[config.mk]
export PLATFORM = sky130hd
export DESIGN_NAME = dsr_readback
export DESIGN_NICKNAME = d
export VERILOG_FILES = /design/src/core/dsr_pkg.sv /design/src/core/dsr_sync.sv /design/src/core/dsr_readback.sv
export SDC_FILE = /design/constraint.sdc
export NUM_CORES = 1
export LEC_CHECK = 0
export ABC_AREA = 1
export BUFFER_PORTS_ARGS = -buffer_cell sky130_fd_sc_hd__clkbuf_2
export CAP_MARGIN = 20
export CORE_UTILIZATION = 30
export CTS_CLUSTER_DIAMETER = 120
export CTS_CLUSTER_SIZE = 24
export DETAILED_ROUTE_END_ITERATION = 8
export PLACE_DENSITY = 0.49
export SYNTH_ARGS = -nofsm -noshare
export SYNTH_HDL_FRONTEND = slang
export SYNTH_SLANG_ARGS = --single-unit
[constraint.sdc]
create_clock -name clk -period 2.6 [get_ports clk]
set_clock_uncertainty 0.05 [all_clocks]
set_input_delay 0.26 -clock clk [delete_from_list [all_inputs] [get_ports clk]]
set_output_delay 0.26 -clock clk [all_outputs]
set_load 0.1 [all_outputs]
[src/core/dsr_pkg.sv]
// Constants and types shared by the display status read-back block
package dsr_pkg;

    // Command codes answered by the read-back interpreter
    localparam logic [7:0] DSR_CMD_DISPLAY_STATUS = 8'h09;
    localparam logic [7:0] DSR_CMD_POWER_MODE     = 8'h0A;
    localparam logic [7:0] DSR_CMD_ORIENTATION    = 8'h0B;
    localparam logic [7:0] DSR_CMD_PIXEL_FORMAT   = 8'h0C;
    localparam logic [7:0] DSR_CMD_IMAGE_FORMAT   = 8'h0D;

    // Reset values of the status snapshots and interpreter registers, plus the pixel format write mask
    localparam logic [7:0] DSR_POWER_MODE_RESET   = 8'h08;
    localparam logic [7:0] DSR_ORIENT_RESET       = 8'h00;
    localparam logic [7:0] DSR_IMAGE_RESET        = 8'h00;
    localparam logic [7:0] DSR_TAIL_RESET         = 8'h00;
    localparam logic [7:0] DSR_PIXFMT_HW_RESET    = 8'h06;
    localparam logic [7:0] DSR_PIXFMT_MASK        = 8'h77;
    localparam logic [7:0] DSR_DUMMY_FILL         = 8'h00;
    localparam logic [7:0] DSR_CMD_RESET          = 8'h00;

    // Pixel format and gamma encodings
    localparam logic [2:0] DSR_PIXFMT_16BPP       = 3'h5;
    localparam logic [2:0] DSR_PIXFMT_18BPP       = 3'h6;
    localparam logic [2:0] DSR_GAMMA_CURVE1       = 3'h0;
    localparam logic [2:0] DSR_GAMMA_CURVE2       = 3'h1;
    localparam logic [2:0] DSR_GAMMA_CURVE3       = 3'h2;
    localparam logic [2:0] DSR_GAMMA_CURVE4       = 3'h3;

    // Tearing output mode encodings
    localparam logic       DSR_TEAR_VBLANK_ONLY   = 1'b0;
    localparam logic       DSR_TEAR_HV_BLANK      = 1'b1;

    // Parameter indices
    localparam logic [2:0] DSR_IDX_FIRST          = 3'h0;
    localparam logic [2:0] DSR_IDX_STEP           = 3'h1;
    localparam logic [2:0] DSR_LAST_POWER         = 3'h0;
    localparam logic [2:0] DSR_LAST_SHORT         = 3'h1;
    localparam logic [2:0] DSR_LAST_STATUS        = 3'h4;

    // Interpreter states
    typedef enum logic [2:0] {
        DSR_IDLE  = 3'b001,
        DSR_ARMED = 3'b010,
        DSR_DRIVE = 3'b100
    } dsr_state_t;

endpackage

[src/core/dsr_sync.sv]
// Multi-bit two-stage synchroniser for the host bus pins
`timescale 1ns/1ns
`default_nettype none

module dsr_sync #(
    parameter int          WIDTH       = 11,
    parameter int          STAGES      = 2,
    parameter logic [WIDTH-1:0] RESET_VALUE = '0
) (
    input  wire logic             clk,
    input  wire logic             sys_rst,
    input  wire logic [WIDTH-1:0] async_in,
    output logic      [WIDTH-1:0] sync_out
);

    logic [WIDTH-1:0] stage_reg [STAGES];

    // Refused at elaboration: one stage would not settle a metastable edge
    if (STAGES < 2 || WIDTH < 1) begin : g_bad_shape
        $error("dsr_sync needs at least two stages and one bit");
    end

    // First stage feeds only the next stage
    always_ff @(posedge clk or posedge sys_rst) begin
        if (sys_rst) begin
            for (int i = 0; i < STAGES; i++) begin
                stage_reg[i] <= RESET_VALUE;
            end
        end else begin
            stage_reg[0] <= async_in;
            for (int i = 1; i < STAGES; i++) begin
                stage_reg[i] <= stage_reg[i-1];
            end
        end
    end

    assign sync_out = stage_reg[STAGES-1];

endmodule

`default_nettype wire

[src/core/dsr_readback.sv]
// Display status read-back command interpreter on the parallel host bus
`timescale 1ns/1ns
`default_nettype none

// Operation
// - Tearing mode one: both blankings; low nibble zero
// - Tearing mode zero: vertical blanking only
// - Command 0Ah returns power byte next read
// - Power bit 7 only when booster good
// - Power bits 6..2 show live mode states
// - Command 0Bh returns orientation status byte
// - Orientation bit 7 mirrors row order
// - Orientation bit 6 mirrors column order
// - Orientation bit 5 mirrors row/column exchange
// - Orientation bit 4 mirrors vertical refresh
// - Orientation bit 3 mirrors colour order
// - Orientation bit 2 mirrors horizontal refresh
// - Low two bits always read zero
// - Dummy first read before meaningful byte, except 0Ah
// - 0Ch pixel format; hardware reset only
// - Format 101 sixteen, 110 eighteen bits
// - 0Dh gamma in low bits, upper zero
// - Gamma codes select curves one to four
// - Reads answered in every power mode
module dsr_readback #(
    parameter int DATA_WIDTH = 8,
    parameter int IDX_WIDTH  = 3
) (
    input  wire logic                  clk,
    input  wire logic                  sys_rst,
    input  wire logic                  sw_reset,
    input  wire logic                  data_command_select,
    input  wire logic                  write_strobe_n,
    input  wire logic                  read_strobe_n,
    input  wire logic [DATA_WIDTH-1:0] data_in,
    output logic      [DATA_WIDTH-1:0] data_out,
    output logic                       data_oe,
    input  wire logic                  booster_on,
    input  wire logic                  booster_fault,
    input  wire logic                  idle_mode,
    input  wire logic                  partial_mode,
    input  wire logic                  sleep_out,
    input  wire logic                  normal_mode,
    input  wire logic                  display_on,
    input  wire logic                  tear_enable,
    input  wire logic                  tear_mode,
    input  wire logic [7:0]            memory_access_orientation,
    input  wire logic [2:0]            gamma_select,
    input  wire logic                  pixel_format_wr,
    input  wire logic [7:0]            pixel_format_wdata,
    output logic      [7:0]            pixel_format,
    output logic      [7:0]            display_status_tail,
    output logic      [7:0]            command_code,
    output logic                       read_busy
);

    localparam int PIN_WIDTH = DATA_WIDTH + 3;
    localparam logic [PIN_WIDTH-1:0] PIN_IDLE = {3'h7, {DATA_WIDTH{1'b0}}};

    // Byte picking and parameter counting are written for these widths only
    if (DATA_WIDTH != 8) begin : g_bad_data_width
        $error("dsr_readback serves only an 8-bit data bus");
    end
    if (IDX_WIDTH != 3) begin : g_bad_idx_width
        $error("dsr_readback needs a 3-bit parameter index");
    end

    // Synchronised pins
    logic [PIN_WIDTH-1:0] pins_sync;
    logic                 dcx_s;
    logic                 wr_s;
    logic                 rd_s;
    logic [7:0]           din_s;
    logic                 wr_d_reg;
    logic                 rd_d_reg;

    // Strobe events
    logic                 wr_rise;
    logic                 rd_fall;
    logic                 rd_rise;
    logic                 cmd_take;
    logic                 cmd_is_read;
    logic                 rd_cycle;

    // Status snapshots
    logic [7:0]           power_mode_status_reg;
    logic [7:0]           power_mode_status_next;
    logic [7:0]           orientation_readback_reg;
    logic [7:0]           orientation_readback_next;
    logic [7:0]           gamma_image_format_status_reg;
    logic [7:0]           gamma_image_format_status_next;
    logic [7:0]           display_status_tail_reg;
    logic [7:0]           display_status_tail_next;
    logic [7:0]           status_word1;
    logic [7:0]           status_word2;
    logic [7:0]           status_word3;
    logic [7:0]           pixel_format_reg;
    logic [7:0]           pixel_format_next;

    // Interpreter
    dsr_pkg::dsr_state_t  state_reg;
    dsr_pkg::dsr_state_t  state_next;
    logic [7:0]           cmd_reg;
    logic [7:0]           cmd_next;
    logic [2:0]           idx_reg;
    logic [2:0]           idx_next;
    logic [7:0]           data_out_reg;
    logic [7:0]           data_out_next;
    logic [7:0]           picked_byte;
    logic                 last_param;

    // True for every command this block answers
    function automatic logic dsr_is_read(input logic [7:0] cmd);
        dsr_is_read = (cmd == dsr_pkg::DSR_CMD_DISPLAY_STATUS)
                   || (cmd == dsr_pkg::DSR_CMD_POWER_MODE)
                   || (cmd == dsr_pkg::DSR_CMD_ORIENTATION)
                   || (cmd == dsr_pkg::DSR_CMD_PIXEL_FORMAT)
                   || (cmd == dsr_pkg::DSR_CMD_IMAGE_FORMAT);
    endfunction

    // Index of the final parameter of a read command
    function automatic logic [2:0] dsr_last_index(input logic [7:0] cmd);
        if (cmd == dsr_pkg::DSR_CMD_POWER_MODE) begin
            dsr_last_index = dsr_pkg::DSR_LAST_POWER;
        end else if (cmd == dsr_pkg::DSR_CMD_DISPLAY_STATUS) begin
            dsr_last_index = dsr_pkg::DSR_LAST_STATUS;
        end else begin
            dsr_last_index = dsr_pkg::DSR_LAST_SHORT;
        end
    endfunction

    // Byte returned for a command at a parameter index
    function automatic logic [7:0] dsr_pick(
        input logic [7:0] cmd,
        input logic [2:0] idx,
        input logic [7:0] pm,
        input logic [7:0] orb,
        input logic [7:0] pix,
        input logic [7:0] img,
        input logic [7:0] w1,
        input logic [7:0] w2,
        input logic [7:0] w3,
        input logic [7:0] w4
    );
        logic [7:0] b;
        b = dsr_pkg::DSR_DUMMY_FILL;
        if (cmd == dsr_pkg::DSR_CMD_POWER_MODE) begin
            b = pm;
        end else if (idx == dsr_pkg::DSR_IDX_FIRST) begin
            b = dsr_pkg::DSR_DUMMY_FILL;
        end else if (cmd == dsr_pkg::DSR_CMD_ORIENTATION) begin
            b = orb;
        end else if (cmd == dsr_pkg::DSR_CMD_PIXEL_FORMAT) begin
            b = pix;
        end else if (cmd == dsr_pkg::DSR_CMD_IMAGE_FORMAT) begin
            b = img;
        end else begin
            case (idx)
                3'h1:    b = w1;
                3'h2:    b = w2;
                3'h3:    b = w3;
                3'h4:    b = w4;
                default: b = dsr_pkg::DSR_DUMMY_FILL;
            endcase
        end
        dsr_pick = b;
    endfunction

    dsr_sync #(
        .WIDTH       (PIN_WIDTH),
        .STAGES      (2),
        .RESET_VALUE (PIN_IDLE)
    ) u_pin_sync (
        .clk      (clk),
        .sys_rst  (sys_rst),
        .async_in ({data_command_select, write_strobe_n, read_strobe_n, data_in}),
        .sync_out (pins_sync)
    );

    assign dcx_s = pins_sync[DATA_WIDTH+2];
    assign wr_s  = pins_sync[DATA_WIDTH+1];
    assign rd_s  = pins_sync[DATA_WIDTH];
    assign din_s = pins_sync[DATA_WIDTH-1:0];

    always_ff @(posedge clk or posedge sys_rst) begin
        if (sys_rst) begin
            wr_d_reg <= 1'b1;
            rd_d_reg <= 1'b1;
        end else begin
            wr_d_reg <= wr_s;
            rd_d_reg <= rd_s;
        end
    end

    // Command byte on rising write strobe with select low
    assign wr_rise     = wr_s & ~wr_d_reg;
    assign rd_fall     = ~rd_s & rd_d_reg;
    assign rd_rise     = rd_s & ~rd_d_reg;
    assign cmd_take    = wr_rise & ~dcx_s;
    assign rd_cycle    = rd_fall & dcx_s & wr_s;
    assign cmd_is_read = dsr_is_read(din_s);

    // Live status, no gating on sleep, idle or partial state
    assign power_mode_status_next = {booster_on & ~booster_fault,
                                     idle_mode,
                                     partial_mode,
                                     sleep_out,
                                     normal_mode,
                                     display_on,
                                     2'b00};
    assign orientation_readback_next = {memory_access_orientation[7],
                                        memory_access_orientation[6],
                                        memory_access_orientation[5],
                                        memory_access_orientation[4],
                                        memory_access_orientation[3],
                                        memory_access_orientation[2],
                                        2'b00};
    assign gamma_image_format_status_next = {5'h00, gamma_select};
    // Tearing mode bit: one both blankings, zero vertical only
    assign display_status_tail_next = {gamma_select[1:0], tear_mode, 5'h00};
    assign status_word1 = {power_mode_status_reg[7], orientation_readback_reg[7:2], 1'b0};
    assign status_word2 = {1'b0, pixel_format_reg[2:0], idle_mode, partial_mode,
                           sleep_out, normal_mode};
    assign status_word3 = {5'h00, display_on, tear_enable, gamma_select[2]};

    // Format field keeps 101 and 110 as written; reserved bits masked
    assign pixel_format_next = pixel_format_wr ? (pixel_format_wdata & dsr_pkg::DSR_PIXFMT_MASK)
                                               : pixel_format_reg;

    always_ff @(posedge clk or posedge sys_rst) begin
        if (sys_rst) begin
            power_mode_status_reg         <= dsr_pkg::DSR_POWER_MODE_RESET;
            orientation_readback_reg      <= dsr_pkg::DSR_ORIENT_RESET;
            gamma_image_format_status_reg <= dsr_pkg::DSR_IMAGE_RESET;
            display_status_tail_reg       <= dsr_pkg::DSR_TAIL_RESET;
        end else begin
            power_mode_status_reg         <= power_mode_status_next;
            orientation_readback_reg      <= orientation_readback_next;
            gamma_image_format_status_reg <= gamma_image_format_status_next;
            display_status_tail_reg       <= display_status_tail_next;
        end
    end

    // Hardware reset only; software reset leaves the format alone
    always_ff @(posedge clk or posedge sys_rst) begin
        if (sys_rst) begin
            pixel_format_reg <= dsr_pkg::DSR_PIXFMT_HW_RESET;
        end else begin
            pixel_format_reg <= pixel_format_next;
        end
    end

    assign picked_byte = dsr_pick(cmd_reg, idx_reg,
                                  power_mode_status_reg,
                                  orientation_readback_reg,
                                  pixel_format_reg,
                                  gamma_image_format_status_reg,
                                  status_word1, status_word2, status_word3,
                                  display_status_tail_reg);
    assign last_param  = (idx_reg >= dsr_last_index(cmd_reg));

    // Command decode is independent of power mode
    always_comb begin
        state_next    = state_reg;
        cmd_next      = cmd_reg;
        idx_next      = idx_reg;
        data_out_next = data_out_reg;
        if (sw_reset) begin
            state_next = dsr_pkg::DSR_IDLE;
            idx_next   = dsr_pkg::DSR_IDX_FIRST;
        end else if (cmd_take) begin
            cmd_next   = din_s;
            idx_next   = dsr_pkg::DSR_IDX_FIRST;
            state_next = cmd_is_read ? dsr_pkg::DSR_ARMED : dsr_pkg::DSR_IDLE;
        end else begin
            case (state_reg)
                dsr_pkg::DSR_IDLE: begin
                    state_next = dsr_pkg::DSR_IDLE;
                end
                dsr_pkg::DSR_ARMED: begin
                    if (rd_cycle) begin
                        data_out_next = picked_byte;
                        state_next    = dsr_pkg::DSR_DRIVE;
                    end
                end
                dsr_pkg::DSR_DRIVE: begin
                    if (rd_rise) begin
                        if (last_param) begin
                            state_next = dsr_pkg::DSR_IDLE;
                        end else begin
                            idx_next   = idx_reg + dsr_pkg::DSR_IDX_STEP;
                            state_next = dsr_pkg::DSR_ARMED;
                        end
                    end
                end
                default: begin
                    state_next = dsr_pkg::DSR_IDLE;
                end
            endcase
        end
    end

    always_ff @(posedge clk or posedge sys_rst) begin
        if (sys_rst) begin
            state_reg    <= dsr_pkg::DSR_IDLE;
            cmd_reg      <= dsr_pkg::DSR_CMD_RESET;
            idx_reg      <= dsr_pkg::DSR_IDX_FIRST;
            data_out_reg <= dsr_pkg::DSR_DUMMY_FILL;
        end else begin
            state_reg    <= state_next;
            cmd_reg      <= cmd_next;
            idx_reg      <= idx_next;
            data_out_reg <= data_out_next;
        end
    end

    // Bus driven from an answered read strobe until its synchronised release is seen
    assign data_out            = data_out_reg;
    assign data_oe             = (state_reg == dsr_pkg::DSR_DRIVE);
    assign read_busy           = (state_reg != dsr_pkg::DSR_IDLE);
    assign pixel_format        = pixel_format_reg;
    assign display_status_tail = display_status_tail_reg;
    assign command_code        = cmd_reg;

endmodule

`default_nettype wire

Yosys cells after proc, flatten, opt, wreduce, memory -nomap -nowiden
Cells that the tools add are included.

Bits in registers: 70. Input bits: 43. Output and inout port bits: 34. Word-level logic and storage cells: 80.

Add/subtract/negate cells: 1. Order comparisons: 1. Equality and inequality tests: 20. Muxes and demuxes: 20. Bitwise gates (word level): 14. Reductions and logical operators: 11.

Operators by type and width (number): $eq 8x4->1 const B (10); $mux 8 (5); $mux 3 (11); $pmux 8 s4 (1); $eq 3x2->1 const B (3); $and 1x1->1 (7); $not 1->1 (7); $eq 3x3->1 const B (2); $pmux 3 s2 (1); $reduce_bool 3->1 (2); $logic_or 1x1->1 (4); $mux 2 (2); $ne 4x2->1 const B (1); $ne 4x4->1 const B (1); $reduce_and 2->1 (2); $reduce_and 4->1 (1); $add 3x1->3 const B (1); $eq 3x1->1 const B (1); $ge 3x3->1 (1); $logic_not 3->1 (1); $ne 3x1->1 const B (1); $ne 3x3->1 const B (1); $reduce_and 3->1 (1).

Logic depth before layout (Yosys ltp)
Depth in word-level cells: 9. Depth in mapped cells: 11. Mapped depth without buffers: 11.

Hierarchy
Synthesis repeated with hierarchy kept, for this count alone.

Cells, all modules: 330. Area total of the unflattened synthesis: 3070.4 µm².

By module, submodules not included: dsr_readback (times used 1, cells each 296, area an instance 2426.1 µm², seq. area each 1158.6 µm²); dsr_sync (times used 1, cells each 34, area an instance 644.4 µm², seq. area each 558.0 µm²).

Least setup slack after synthesis
Ideal clock, no wire load.

Path type: flip-flop to flip-flop. From: reg cmd_reg[4] (netlist: command_code[4]). To: reg idx_reg[0]. Setup time: 65 ps. Arrival: 2250 ps. Required time: 2485 ps. Path slack: 235 ps. Stages on the path, launching flop included: 11. Buffers on the path: 0. Period minus slack after synthesis: 2365 ps. Cell sequence: dfrtp_1 > nor2_1 > nand2_1 > nor2_1 > o21ai_0 > ha_1 > o21ai_0 > nand3_1 > nor2_1 > nand2_1 > nand2_1.

Word-level cells in the longest chain between the ends: 6. Elaborated cells between the ends (all ways): 7. Those cells by class: 1 x order compare; 3 x eq/ne; 2 x mux; 1 x reduce/logical.

Ends and longest elaborated chain: from (decl) (line dsr_readback.sv:103) `logic [7:0] cmd_reg;`; from (signal assigned) (line dsr_readback.sv:306) `cmd_reg <= dsr_pkg::DSR_CMD_RESET;`; from (signal assigned) (line dsr_readback.sv:311) `cmd_reg <= cmd_next;`; $eq 8x4->1 (line dsr_readback.sv:125) `end else if (cmd == dsr_pkg::DSR_CMD_DISPLAY_STATUS) begin`; $mux 3 (line dsr_readback.sv:125); $mux 3 * (line dsr_readback.sv:123) `if (cmd == dsr_pkg::DSR_CMD_POWER_MODE) begin`; $ge 3x3->1 * (line dsr_readback.sv:260) `assign last_param = (idx_reg >= dsr_last_index(cmd_reg));`; $ne 3x3->1 (no source line) *; $reduce_and 3->1 (no source line) *; to (signal assigned) (line dsr_readback.sv:307) `idx_reg <= dsr_pkg::DSR_IDX_FIRST;`; to (signal assigned) (line dsr_readback.sv:312) `idx_reg <= idx_next;`; to (decl) (line dsr_readback.sv:105) `logic [2:0] idx_reg;`.

Every way passes the cells marked *; elsewhere a longest branch is shown, timed or not. A chain may end at the register's enable or synchronous reset.

Worst setup path after layout
From: reg cmd_reg[6] (netlist: command_code[6]). To: reg idx_reg[0].

The elaborated chain is that of the path after synthesis.

==> metrics.txt <==
status=finished clean; Syn Area/Cell=9.38 µm²; Max VDD drop=0.000330 V; Gate power share=0.217; max-slew violation count=0; max_cap viols=0; slew of the pin with the lowest slew margin=0.836 ns; Synth Cell Area=2980 µm²; CTS tree=yes; Worst Setup End Kind=register; post-synthesis sequential area ratio=0.576; Synth area leader=dfrtp_1; wire per inst=11.5 µm; register share of total power=0.452; FF+latch count, synth=68; synthesized instance count=318; Tcrit/Tclk final=0.826; share of cells above drive strength 1=0.289; CP Data Required Time=2.84 ns; most common cell after layout, fill and taps aside=nand2_1; Die Ht=102 µm; HP Class=in2reg; CTS Hold Bufs=27; Syn-to-layout area delta=30.7%; TritonCTS buffer count=9; die width=102 µm; Sw Ratio=0.353; post-DP HPWL=4720 µm; top post-synthesis cells by area=dfrtp_1, dfstp_2, nand2_1, nor2_1, nand3_1; First-pass DRT Iterations=4; drt drc=0; Max FO, Critical Path=5; post-route setup TNS=0 ns; crit start category=register; Ant. Diodes=0; Sw Pwr=0.000925 W; relative slew slack=0.443; core area=9680 µm²; GRT Overall Usage=0.137; Ys Warns=0; largest net degree at the start of global routing=69; routed via count=2,340; vias in the first global route=2,234; commonest non-fill, non-tap cells in the layout=nand2_1, clkbuf_2, dfrtp_1; Sink Count=68; RSZ-0062 raised after global routing=false; Overflow after GRT=0; # IOs=77; Netlist cell types=28; Lkg Pwr=2.02 nW; clock power share=0.331; initial core utilization=0.308; fin crit period=2.15 ns; WS Path Type=reg2reg; CP Data Arrival Time=2.39 ns; post-synth top area share=0.470; antenna violations before repair=0; post_cts resized=0; Final ANT Viol Nets=0; Vias/cell=4.22; postcts setup bufs=0; worst skew pair latency=0.35 ns; DIE AREA=10,300 µm²; Internal=0.00170 W; Port Buffers=65; Multi-input gate area=1060 µm²; htree depth=3; DR iter-0 viols=81; drt total wl=6360 µm; pwr dens=673 nW/µm²; first-pass GRT wire length=10,400 µm; CTS root buf=clkbuf_8; Cell Rows=36; CTS max path bufs=2; f_max=466 MHz; fin nets=467; routability cong.=0.793; worst hold slack=0.0513 ns; final core occ=0.402; register area=1720 µm²; Worst-path clk slew=0.07 ns; Filler Cells Inserted=981; Final setup viols=0; Fin. Hold Viols=0
## synthesized netlist by cell type (all sizes together)
master,instances
dfstp,12
a21oi,9
a22o,1
ha,7
nand3b,2
buf,10
nand2,72
inv,40
conb,1
o211ai,1
o31ai,1
clkbuf,1
nand3,30
mux2,10
nor3,4
nor2,47
o21ai,11
dfrtp,56
nand4,3
## power by group through the flow
stage          clock network, W  logic, W  registers, W
2_1_floorplan                 0  0.000184       0.00146
3_3_place_gp                  0  0.000538       0.00120
3_5_place_dp                  0  0.000540       0.00121
4_1_cts                0.000901  0.000573       0.00119
5_1_grt                0.000958  0.000602       0.00119
6_report               0.000869  0.000568       0.00118
## area by class of cell
type	count	share of cell area
Sequential cell	68	0.441
Multi-Input combinational cell	205	0.272
Timing Repair Buffer	93	0.155
Tap cell	133	0.0427
Inverter	40	0.0385
Clock buffer	9	0.0318
Clock inverter	7	0.0193
## path summary, 6_finish.rpt
path                                                    startpoint                            endpoint  slack [ns]  cells past startpoint
worst min register to register  u_pin_sync.stage_reg[16]$_DFF_PP0_    u_pin_sync.sync_out[5]$_DFF_PP0_        0.30                      0
worst max register to register         command_code[6]$_DFFE_PP0P_              idx_reg[0]$_DFFE_PP0P_        0.45                     10
worst max-delay path                   command_code[6]$_DFFE_PP0P_              idx_reg[0]$_DFFE_PP0P_        0.45                     10
min in group asynchronous                                  sys_rst  u_pin_sync.stage_reg[17]$_DFF_PP0_        0.09                      3
max in group asynchronous                                  sys_rst  power_mode_status_reg[6]$_DFF_PP0_        1.88                      3
worst min-delay path                                    booster_on  power_mode_status_reg[7]$_DFF_PP0_        0.05                      3
## cell families after synthesis
group	count (synthesis)	synth area share
flip-flops	68	0.576
adder cells (fa/ha/maj)	7	0.0294
other	1	0.00126
AND/OR/NAND/NOR	158	0.238
AO/OA/AOI/OAI	23	0.0415
buffers and inverters	51	0.0759
multiplexers	10	0.0378
## critical path, stage by stage, from the launching register on
cell	delay, ns
dfrtp_1	0.39
nor2_1	0.16
nand2_1	0.16
nor2_1	0.18
o21ai_0	0.12
ha_1	0.27
o21ai_0	0.23
nand3_1	0.22
nor2_1	0.18
nand2_1	0.07
nand2_1	0.05
## through the flow
step                cell area (µm²)  power [W]  worst slack [ns]  cells
global route                   3900    0.00275             0.177    555
global placement               3430    0.00174             0.536    512
CTS                            3900    0.00266             0.456    555
detailed placement             3430    0.00175             0.476    512
finish                         3900    0.00262             0.453    555
floorplan                      3000    0.00165             0.235    324
## per-layer routing
metal,vias to the layer above,GRT usage,share of wire
li1,1194,-,-
met4,0,0.0502,0.012
met3,7,0.0587,0.056
met2,63,0.216,0.47
met1,1076,0.166,0.46
met5,-,0,0
No activity file was read; power rests on OpenSTA's default activity.
